File: config.mk
export PLATFORM = sky130hd
export DESIGN_NAME = tsc_host_ctrl
export DESIGN_NICKNAME = d
export VERILOG_FILES = /design/src/hdl/tsc_pkg.sv /design/src/hdl/tsc_host_ctrl.sv
export VERILOG_INCLUDE_DIRS = /design/src /design/src/hdl
export SDC_FILE = /design/constraint.sdc
export NUM_CORES = 1
export LEC_CHECK = 0
export ABC_AREA = 1
export BUFFER_PORTS_ARGS = -buffer_cell sky130_fd_sc_hd__buf_2
export CAP_MARGIN = 5
export CORE_MARGIN = 3
export CORE_UTILIZATION = 40
export CTS_CLUSTER_DIAMETER = 30
export CTS_CLUSTER_SIZE = 20
export DETAILED_ROUTE_END_ITERATION = 7
export PLACE_DENSITY = 0.66
export SETUP_SLACK_MARGIN = 0.1
export SLEW_MARGIN = 40
export SYNTH_ARGS = -nofsm -noshare
export SYNTH_HDL_FRONTEND = slang
export SYNTH_SLANG_ARGS = --single-unit
File: constraint.sdc
create_clock -name mclk -period 4.55 [get_ports mclk]
set_clock_uncertainty 0.2 [all_clocks]
set_input_delay 0.91 -clock mclk [delete_from_list [all_inputs] [get_ports mclk]]
set_output_delay 0.91 -clock mclk [all_outputs]
set_load 0.01 [all_outputs]
File: src/hdl/tsc_map.svh
`ifndef TSC_MAP_SVH
`define TSC_MAP_SVH
// clock and power-up timing
`define TSC_CLK_MHZ        125
`define TSC_POR_TIME_US    1000
`define TSC_POR_CYCLES     (`TSC_POR_TIME_US * `TSC_CLK_MHZ)
// serial command opcodes, upper nibble of the command byte
`define TSC_OP_WRCFG       4'h0
`define TSC_OP_RDSTAT      4'h1
`define TSC_OP_RDCHAN      4'h2
`define TSC_OP_SWRESET     4'h3
`define TSC_OP_CONVERT     4'h4
// serial frame bit counts
`define TSC_CMD_BITS       6'h08
`define TSC_CFG_BITS       6'h10
// configuration byte field positions
`define TSC_CFG_MODE_LSB   0
`define TSC_CFG_FIVE_BIT   2
`define TSC_CFG_AUXT_BIT   3
`define TSC_CFG_RSEL_LSB   4
// status byte bit positions
`define TSC_ST_PEN_BIT     0
`define TSC_ST_DATA_BIT    1
`define TSC_ST_BUSY_BIT    2
`define TSC_ST_READY_BIT   3
// converter channel codes
`define TSC_CH_X           3'h0
`define TSC_CH_Y           3'h1
`define TSC_CH_Z1          3'h2
`define TSC_CH_Z2          3'h3
`define TSC_CH_AUX         3'h4
`define TSC_CH_END         3'h5
`define TSC_CH_COUNT       5
`endif

File: src/hdl/tsc_pkg.sv
package tsc_pkg;
    // operating modes
    typedef enum logic [1:0] {
        TSC_MANUAL,
        TSC_PENDET,
        TSC_PENTRIG,
        TSC_RSVD
    } tsc_mode_e;

    // configuration written by the host
    typedef struct packed {
        logic [1:0] rsel;      // pen detect resistor choice
        logic       aux_trig;  // aux pin is acquisition trigger when five_wire is clear
        logic       five_wire; // five-wire panel attached
        tsc_mode_e  mode;      // operating mode
    } tsc_cfg_s;

    // converter request towards the analog front end
    typedef struct packed {
        logic       start;     // one-cycle conversion start
        logic [2:0] chan;      // channel to convert
    } tsc_adc_req_s;
endpackage

File: src/hdl/tsc_host_ctrl.sv
`include "tsc_map.svh"
`timescale 1ns/10ps
`default_nettype none
module tsc_host_ctrl
    import tsc_pkg::*;
#(
    parameter int unsigned POR_CYCLES = `TSC_POR_CYCLES
) (
    input  wire logic          mclk,
    input  wire logic          reset_n,
    input  wire logic          hard_reset_in_n,
    input  wire logic          spi_cs_n,
    input  wire logic          spi_sclk,
    input  wire logic          spi_mosi,
    output logic               spi_miso,
    output logic               spi_miso_oe,
    output logic               interrupt_out_n,
    output logic               interrupt_out_n_oe,
    input  wire logic          pen_touch,
    input  wire logic          aux_sync,
    input  wire logic          adc_done,
    input  wire logic [11:0]   adc_result,
    output tsc_adc_req_s       adc_req,
    output tsc_cfg_s           cfg_out
);
    // both reset sources act at once, without the clock
    logic arst_n;
    assign arst_n = reset_n & hard_reset_in_n;

    // ---------------- control and serial state ----------------
    logic [16:0]  por_cnt_q, por_cnt_d;   // power-up counter
    logic         por_done_q, por_done_d; // power-up complete
    logic         sclk_q, sclk_d;         // last serial clock level
    logic         pen_q, pen_d;           // last pen level
    logic         aux_q, aux_d;           // last aux level
    logic [5:0]   bit_cnt_q, bit_cnt_d;   // bits taken this frame
    logic [7:0]   rx_q, rx_d;             // receive shift register
    logic [7:0]   cmd_q, cmd_d;           // command byte of frame
    logic [15:0]  tx_q, tx_d;             // transmit shift register
    logic         oe_q, oe_d;             // serial output enable
    tsc_cfg_s     cfg_q, cfg_d;           // host configuration
    logic         pen_flag_q, pen_flag_d; // pen event flag
    logic         data_rdy_q, data_rdy_d; // new channel data flag
    logic         irq_oe_q, irq_oe_d;     // interrupt pin pulled low
    logic         swrst_q, swrst_d;       // software reset pulse
    logic         conv_cmd_q, conv_cmd_d; // manual conversion request

    // ---------------- acquisition state ----------------
    typedef enum {ACQ_IDLE, ACQ_START, ACQ_WAIT} tsc_acq_state_e;
    tsc_acq_state_e acq_q, acq_d;         // sequencer state
    logic [2:0]   chan_q, chan_d;         // channel in progress
    logic         seq_done;               // sequence finished now
    tsc_adc_req_s req_q, req_d;           // converter request
    logic [11:0]  res_q [`TSC_CH_COUNT];  // stored results
    logic         sclk_rise, sclk_fall, pen_rise, aux_rise, start_req;
    logic [7:0]   status_byte;

    // edges of synchronous inputs
    assign sclk_rise = spi_sclk & ~sclk_q & ~spi_cs_n;
    assign sclk_fall = ~spi_sclk & sclk_q & ~spi_cs_n;
    assign pen_rise  = pen_touch & ~pen_q;
    assign aux_rise  = aux_sync & ~aux_q;

    // status byte shown to the host
    always_comb begin
        status_byte = 8'h00;
        status_byte[`TSC_ST_PEN_BIT]   = pen_flag_q;
        status_byte[`TSC_ST_DATA_BIT]  = data_rdy_q;
        status_byte[`TSC_ST_BUSY_BIT]  = (acq_q != ACQ_IDLE);
        status_byte[`TSC_ST_READY_BIT] = por_done_q;
    end

    // next channel, skipping what the panel setup does not offer
    function automatic logic [2:0] next_chan(input logic [2:0] ch,
                                             input tsc_cfg_s c);
        logic [2:0] n;
        n = ch + 3'h1;
        if (c.five_wire && (n == `TSC_CH_Z1)) begin
            n = `TSC_CH_AUX;
        end
        if ((n == `TSC_CH_AUX) && (c.five_wire || c.aux_trig)) begin
            n = `TSC_CH_END;
        end
        return n;
    endfunction

    // serial slave, configuration, flags and interrupt
    always_comb begin
        por_cnt_d  = por_cnt_q;
        por_done_d = por_done_q;
        sclk_d     = spi_sclk;
        pen_d      = pen_touch;
        aux_d      = aux_sync;
        bit_cnt_d  = bit_cnt_q;
        rx_d       = rx_q;
        cmd_d      = cmd_q;
        tx_d       = tx_q;
        oe_d       = ~spi_cs_n;
        cfg_d      = cfg_q;
        pen_flag_d = pen_flag_q;
        data_rdy_d = data_rdy_q;
        swrst_d    = 1'b0;
        conv_cmd_d = 1'b0;
        // power-up delay before the interrupt line is released
        if (!por_done_q) begin
            if (por_cnt_q == 17'(POR_CYCLES - 1)) begin
                por_done_d = 1'b1;
            end else begin
                por_cnt_d = por_cnt_q + 17'h1;
            end
        end
        // frame framing by chip select
        if (spi_cs_n) begin
            bit_cnt_d = 6'h00;
        end else if (sclk_rise && por_done_q) begin
            // sample on rising serial clock
            rx_d = {rx_q[6:0], spi_mosi};
            if (bit_cnt_q != 6'h3f) begin
                bit_cnt_d = bit_cnt_q + 6'h01;
            end
            if (bit_cnt_q == `TSC_CMD_BITS - 6'h01) begin
                cmd_d = {rx_q[6:0], spi_mosi};
                if (cmd_d[7:4] == `TSC_OP_SWRESET) begin
                    swrst_d = 1'b1;
                end
                if (cmd_d[7:4] == `TSC_OP_CONVERT) begin
                    conv_cmd_d = 1'b1;
                end
            end
            if ((bit_cnt_q == `TSC_CFG_BITS - 6'h01) &&
                (cmd_q[7:4] == `TSC_OP_WRCFG)) begin
                cfg_d = tsc_cfg_s'({rx_q[4:0], spi_mosi});
            end
        end else if (sclk_fall) begin
            // present data on falling serial clock
            if (bit_cnt_q == `TSC_CMD_BITS) begin
                case (cmd_q[7:4])
                    `TSC_OP_RDSTAT: begin
                        tx_d = {status_byte, 8'h00};
                        pen_flag_d = 1'b0;
                    end
                    `TSC_OP_RDCHAN: begin
                        tx_d = {1'b0, cmd_q[2:0],
                                (cmd_q[2:0] < `TSC_CH_END) ?
                                res_q[cmd_q[2:0]] : 12'h000};
                        data_rdy_d = 1'b0;
                    end
                    default: begin
                        tx_d = 16'h0000;
                    end
                endcase
            end else begin
                tx_d = {tx_q[14:0], 1'b0};
            end
        end
        // new events win over a clear in the same cycle
        if (pen_rise && por_done_q && (cfg_q.mode != TSC_MANUAL)) begin
            pen_flag_d = 1'b1;
        end
        if (seq_done) begin
            data_rdy_d = 1'b1;
        end
    end

    // interrupt pulled low until power-up ends, then on pending cause;
    // the next power-up state is used so the line lets go on the very
    // edge that completes the count, keeping the release inside 1 ms
    assign irq_oe_d = ~por_done_d | pen_flag_d | data_rdy_d;

    always_ff @(posedge mclk or negedge arst_n) begin
        if (!arst_n) begin
            por_cnt_q  <= 17'h00000;
            por_done_q <= 1'b0;
            sclk_q     <= 1'b0;
            pen_q      <= 1'b0;
            aux_q      <= 1'b0;
            bit_cnt_q  <= 6'h00;
            rx_q       <= 8'h00;
            cmd_q      <= 8'h00;
            tx_q       <= 16'h0000;
            oe_q       <= 1'b0;
            cfg_q      <= tsc_cfg_s'(6'h00);
            pen_flag_q <= 1'b0;
            data_rdy_q <= 1'b0;
            irq_oe_q   <= 1'b1;
            swrst_q    <= 1'b0;
            conv_cmd_q <= 1'b0;
        end else if (swrst_q) begin
            // serial reset: pin reset state, but bit count kept and input samples and output enable taken from the pins
            por_cnt_q  <= 17'h00000;
            por_done_q <= 1'b0;
            sclk_q     <= spi_sclk;
            pen_q      <= pen_touch;
            aux_q      <= aux_sync;
            bit_cnt_q  <= bit_cnt_q;
            rx_q       <= 8'h00;
            cmd_q      <= 8'h00;
            tx_q       <= 16'h0000;
            oe_q       <= ~spi_cs_n;
            cfg_q      <= tsc_cfg_s'(6'h00);
            pen_flag_q <= 1'b0;
            data_rdy_q <= 1'b0;
            irq_oe_q   <= 1'b1;
            swrst_q    <= 1'b0;
            conv_cmd_q <= 1'b0;
        end else begin
            por_cnt_q  <= por_cnt_d;
            por_done_q <= por_done_d;
            sclk_q     <= sclk_d;
            pen_q      <= pen_d;
            aux_q      <= aux_d;
            bit_cnt_q  <= bit_cnt_d;
            rx_q       <= rx_d;
            cmd_q      <= cmd_d;
            tx_q       <= tx_d;
            oe_q       <= oe_d;
            cfg_q      <= cfg_d;
            pen_flag_q <= pen_flag_d;
            data_rdy_q <= data_rdy_d;
            irq_oe_q   <= irq_oe_d;
            swrst_q    <= swrst_d;
            conv_cmd_q <= conv_cmd_d;
        end
    end

    // acquisition triggers: pen, aux sync edge or manual command
    assign start_req = por_done_q &&
        (((cfg_q.mode == TSC_PENTRIG) && pen_rise) ||
         (cfg_q.aux_trig && !cfg_q.five_wire && aux_rise) ||
         conv_cmd_q);
    assign seq_done = (acq_q == ACQ_WAIT) && adc_done &&
                      (next_chan(chan_q, cfg_q) == `TSC_CH_END);

    // acquisition sequencer
    always_comb begin
        acq_d       = acq_q;
        chan_d      = chan_q;
        req_d.start = 1'b0;
        req_d.chan  = chan_q;
        case (acq_q)
            ACQ_IDLE: begin
                if (start_req) begin
                    chan_d = `TSC_CH_X;
                    acq_d  = ACQ_START;
                end
            end
            ACQ_START: begin
                // one-cycle start for the current channel
                req_d.start = 1'b1;
                req_d.chan  = chan_q;
                acq_d       = ACQ_WAIT;
            end
            ACQ_WAIT: begin
                if (adc_done) begin
                    chan_d = next_chan(chan_q, cfg_q);
                    acq_d  = (chan_d == `TSC_CH_END) ? ACQ_IDLE : ACQ_START;
                end
            end
            default: begin
                acq_d = ACQ_IDLE;
            end
        endcase
    end

    always_ff @(posedge mclk or negedge arst_n) begin
        if (!arst_n) begin
            acq_q  <= ACQ_IDLE;
            chan_q <= `TSC_CH_X;
            req_q  <= tsc_adc_req_s'(4'h0);
            for (int i = 0; i < `TSC_CH_COUNT; i++) begin
                res_q[i] <= 12'h000;
            end
        end else if (swrst_q) begin
            acq_q  <= ACQ_IDLE;
            chan_q <= `TSC_CH_X;
            req_q  <= tsc_adc_req_s'(4'h0);
        end else begin
            acq_q  <= acq_d;
            chan_q <= chan_d;
            req_q  <= req_d;
            // store each 12-bit result, aux included
            if ((acq_q == ACQ_WAIT) && adc_done) begin
                res_q[chan_q] <= adc_result;
            end
        end
    end

    // pin outputs straight from flip-flops
    assign spi_miso           = tx_q[15];
    assign spi_miso_oe        = oe_q;
    assign interrupt_out_n    = 1'b0 & irq_oe_q;
    assign interrupt_out_n_oe = irq_oe_q;
    assign adc_req            = req_q;
    assign cfg_out            = cfg_q;
endmodule
`default_nettype wire

==> flow_summary.yaml <==
outcome:
  status: "finished, final reports clean"
grt:
  antenna_found_initial: 0
  grt_max_degree: 56
  grt_use_met2_pct: 26.0
  grtUsageMet1_pct: 24.3
  grt_use_met3_pct: 3.86
  busiest_layer: "met2"
  grt_pass1_vias: 5426
  grt_overflow: 0
  grt_util_all_layers_pct: 17.0
  grt_pass1_wl_mm: 27.0
placed_design:
  gp_congestion: 0.806
  dp_worst_setup_slack_ns: 1.82
  dp_hpwl_mm: 10.1
  portBuffers: 33
  post_dp_cell_area_sq_mm: 0.00731
yosys:
  synth_warnings: 0
  synth_cell_types: 34
  synth.avg_cell_area_sq_um: 8.25
  synthCells: 852
  ys_ff_latch: 138
  netlist_area_sq_mm: 0.00703
  ys_seq_area_share_pct: 49.2
  syn_nets: 878
finish:
  final_area_sq_mm: 0.00793
  fin_util_pct: 47.0
  fill_cells: 1627
  layout-drive-gt1-share_pct: 15.9
  antennaDiodeCount: 0
  nets: 899
  syn2layout_area_growth_pct: 12.9
worst_setup_path:
  endpoint_kind: "flip-flop"
  path_cells: "buf_2 -> inv_2 -> nand4_1 -> inv_1 -> o211ai_1 -> nand2_2 -> inv_1 -> nand2_1 -> o21ai_0"
  cp.required_ns: 4.65
  slowest_stage: "nand4_1"
  cp-start-kind: "primary input"
  r2r_cells: 9
  worstReg2RegEnd: "data_rdy_q$_DFF_PN0_"
  cpMostUsedCell: "inv_1"
  path_max_fanout: 14
  cp.arrival_ns: 2.41
  max_stage_delay_ns: 0.42
  r2r_start: "bit_cnt_q[0]$_DFFE_PN0P_"
  worst-setup-path-type: "in -> reg"
  r2r_setup_slack_ns: 2.45
power:
  vdd_ir_drop_max_mv: 0.287
  power_density_mw_per_mm2: 450
  leakage_uw: 0.00378
sta:
  rsz0062_at_grt: "false"
  worst_slew_pin_slew_ns: 0.776
  tns_ns: 0
  hold_viol: 0
  slew_headroom_pct: 48.2
  fin_crit_sh_pct: 50.7
  setup_ws_ns: 2.24
  drv_slew: 0
  fmax_ghz: 0.433
  finalCriticalPeriod_ns: 2.31
  setup_violations: 0
  holdWs_ns: 0.274
hold_path:
  worstHoldPathType: "reg -> reg"
  hold_start: "res_q[55]$_DFFE_PN0P_"
  hold_end: "res_q[55]$_DFFE_PN0P_"
  min_path_cells: 2
detailed_routing:
  drc: 0
  drtIter0Drc: 394
  avgViaCountPerCell: 4.98
  drt-wirelength-per-cell_um: 13.9
  postRouteAntennaNets: 0
  first_pass_iters: 5
  num_vias: 5506
  routed_wl_mm: 15.3
job:
  drv_cap: 0
clocking:
  insertion_delay_ns: 0.43
  cts_hold_buf: 0
  cts_resized: 0
  cts_sinks: 138
  htree_levels: 4
  cts.path.max_buffers: 2
  cts-root-buf: "clkbuf_16"
  clk_pin_slew_worst_paths_ns: 0.06
  cts_tree: "built"
  post-cts-setup-buffers: 0
  cts_made_buffers: 17
die:
  rows: 47
  coreArea_sq_mm: 0.0169
  die_h_um: 139
  io_pins: 35
  chipWidth_um: 139
  start_util_pct: 41.6
  dieArea_sq_mm: 0.0192
[report_power, final]
part           internal [uW]  switching [uW]
combinational            220             335
sequential              1430             126
clock                    917             540
total                   2570            1000
[flip-flops by register name, indices dropped and copies added, names as in the netlist, 2 cells and up]
name,flops
rx_q,7
tx_q,16
por_cnt_q,17
adc_req,4
res_q,60
cmd_q,7
bit_cnt_q,6
chan_q,3
acq_q,2
cfg_out,6
[through the flow]
stage	power (uW)	instances
floorplan	2000	852
global placement	2110	1072
detailed placement	2130	1074
CTS	3600	1106
global route	3760	1106
finish	3570	1106
[cells in the mapped netlist]
library cell | number | share of area (%)
a21oi_1 | 7 | 0.50
and2_2 | 1 | 0.11
buf_1 | 1 | 0.053
buf_2 | 7 | 0.50
buf_4 | 4 | 0.43
buf_6 | 15 | 2.4
clkbuf_1 | 10 | 0.53
clkinv_1 | 1 | 0.053
conb_1 | 1 | 0.053
dfrtp_1 | 137 | 49
dfstp_2 | 1 | 0.37
ha_1 | 5 | 0.89
inv_1 | 74 | 4.0
inv_2 | 3 | 0.16
nand2_1 | 223 | 12
nand2_2 | 9 | 0.80
nand2_4 | 5 | 0.80
nand3_1 | 74 | 5.3
nand3_4 | 1 | 0.25
nand4_1 | 15 | 1.3
nor2_1 | 94 | 5.0
nor2_2 | 1 | 0.089
nor2_4 | 5 | 0.80
nor2_8 | 1 | 0.28
nor3_1 | 6 | 0.43
nor4_1 | 1 | 0.089
o211ai_1 | 11 | 1.2
o21ai_0 | 59 | 4.2
o21ai_1 | 22 | 1.6
o21ai_2 | 41 | 5.1
o21bai_1 | 2 | 0.21
o221ai_1 | 2 | 0.25
o31ai_1 | 2 | 0.21
xor2_1 | 11 | 1.4
[layout by cell type, fill, tap and decap left out, drive strengths merged]
cell and count:
nor3 6, nand3 75, o211ai 11, clkbuf 18, xor2 11, ha 5, nand4 15, clkinvlp 9
clkinv 2, buf 39, nand2 237, o31ai 2, and2 1, o221ai 2, bufinv 4, o21bai 2
inv 77, o21ai 122, conb 1, a21oi 7, dfstp 1, nor4 1, nor2 101, dfrtp 137
[worst max path at each step]
stage,start,end,slack [ns]
final,spi_cs_n,bit_cnt_q[5]$_DFFE_PN0P_,2.24
after global routing,spi_cs_n,bit_cnt_q[5]$_DFFE_PN0P_,2.02
after CTS,spi_cs_n,bit_cnt_q[5]$_DFFE_PN0P_,2.26
after detailed placement,spi_cs_n,bit_cnt_q[5]$_DFFE_PN0P_,1.82
after global placement,spi_cs_n,bit_cnt_q[0]$_DFFE_PN0P_,1.87
after floorplan,reset_n,acq_q[0]$_DFFE_PN0P_,1.61
[worst max-delay path: cells and delay by family]
family / cells / cell delay [ns]
AND/OR/NAND/NOR: 3 / 0.66
buffers and inverters: 4 / 0.61
AO/OA/AOI/OAI: 2 / 0.23
[per-layer routing]
layer | share of wire, % | wire, um
met3 | 3.9 | 602
met1 | 49 | 7500
met2 | 46 | 7080
met5 | 0 | 0
met4 | 1.0 | 161
[logic make-up after synthesis]
logic type,after synthesis,synth area share [%]
XOR/XNOR,11,1.37
adder cells (fa/ha/maj),5,0.890
AO/OA/AOI/OAI,146,13.2
AND/OR/NAND/NOR,436,27.2
flip-flops,138,49.2
buffers and inverters,115,8.09
other,1,0.0534
[area by class of cell]
type / instances / area, sq um / area share [%]
repair buffers: 39 / 275 / 3.47
multi-input cells: 599 / 3000 / 37.9
inverters: 78 / 298 / 3.75
clock buffers: 18 / 429 / 5.41
clock inverters: 14 / 198 / 2.49
flip-flops and latches: 138 / 3450 / 43.5
well taps: 220 / 275 / 3.47
(Power assumes the default switching activity.)
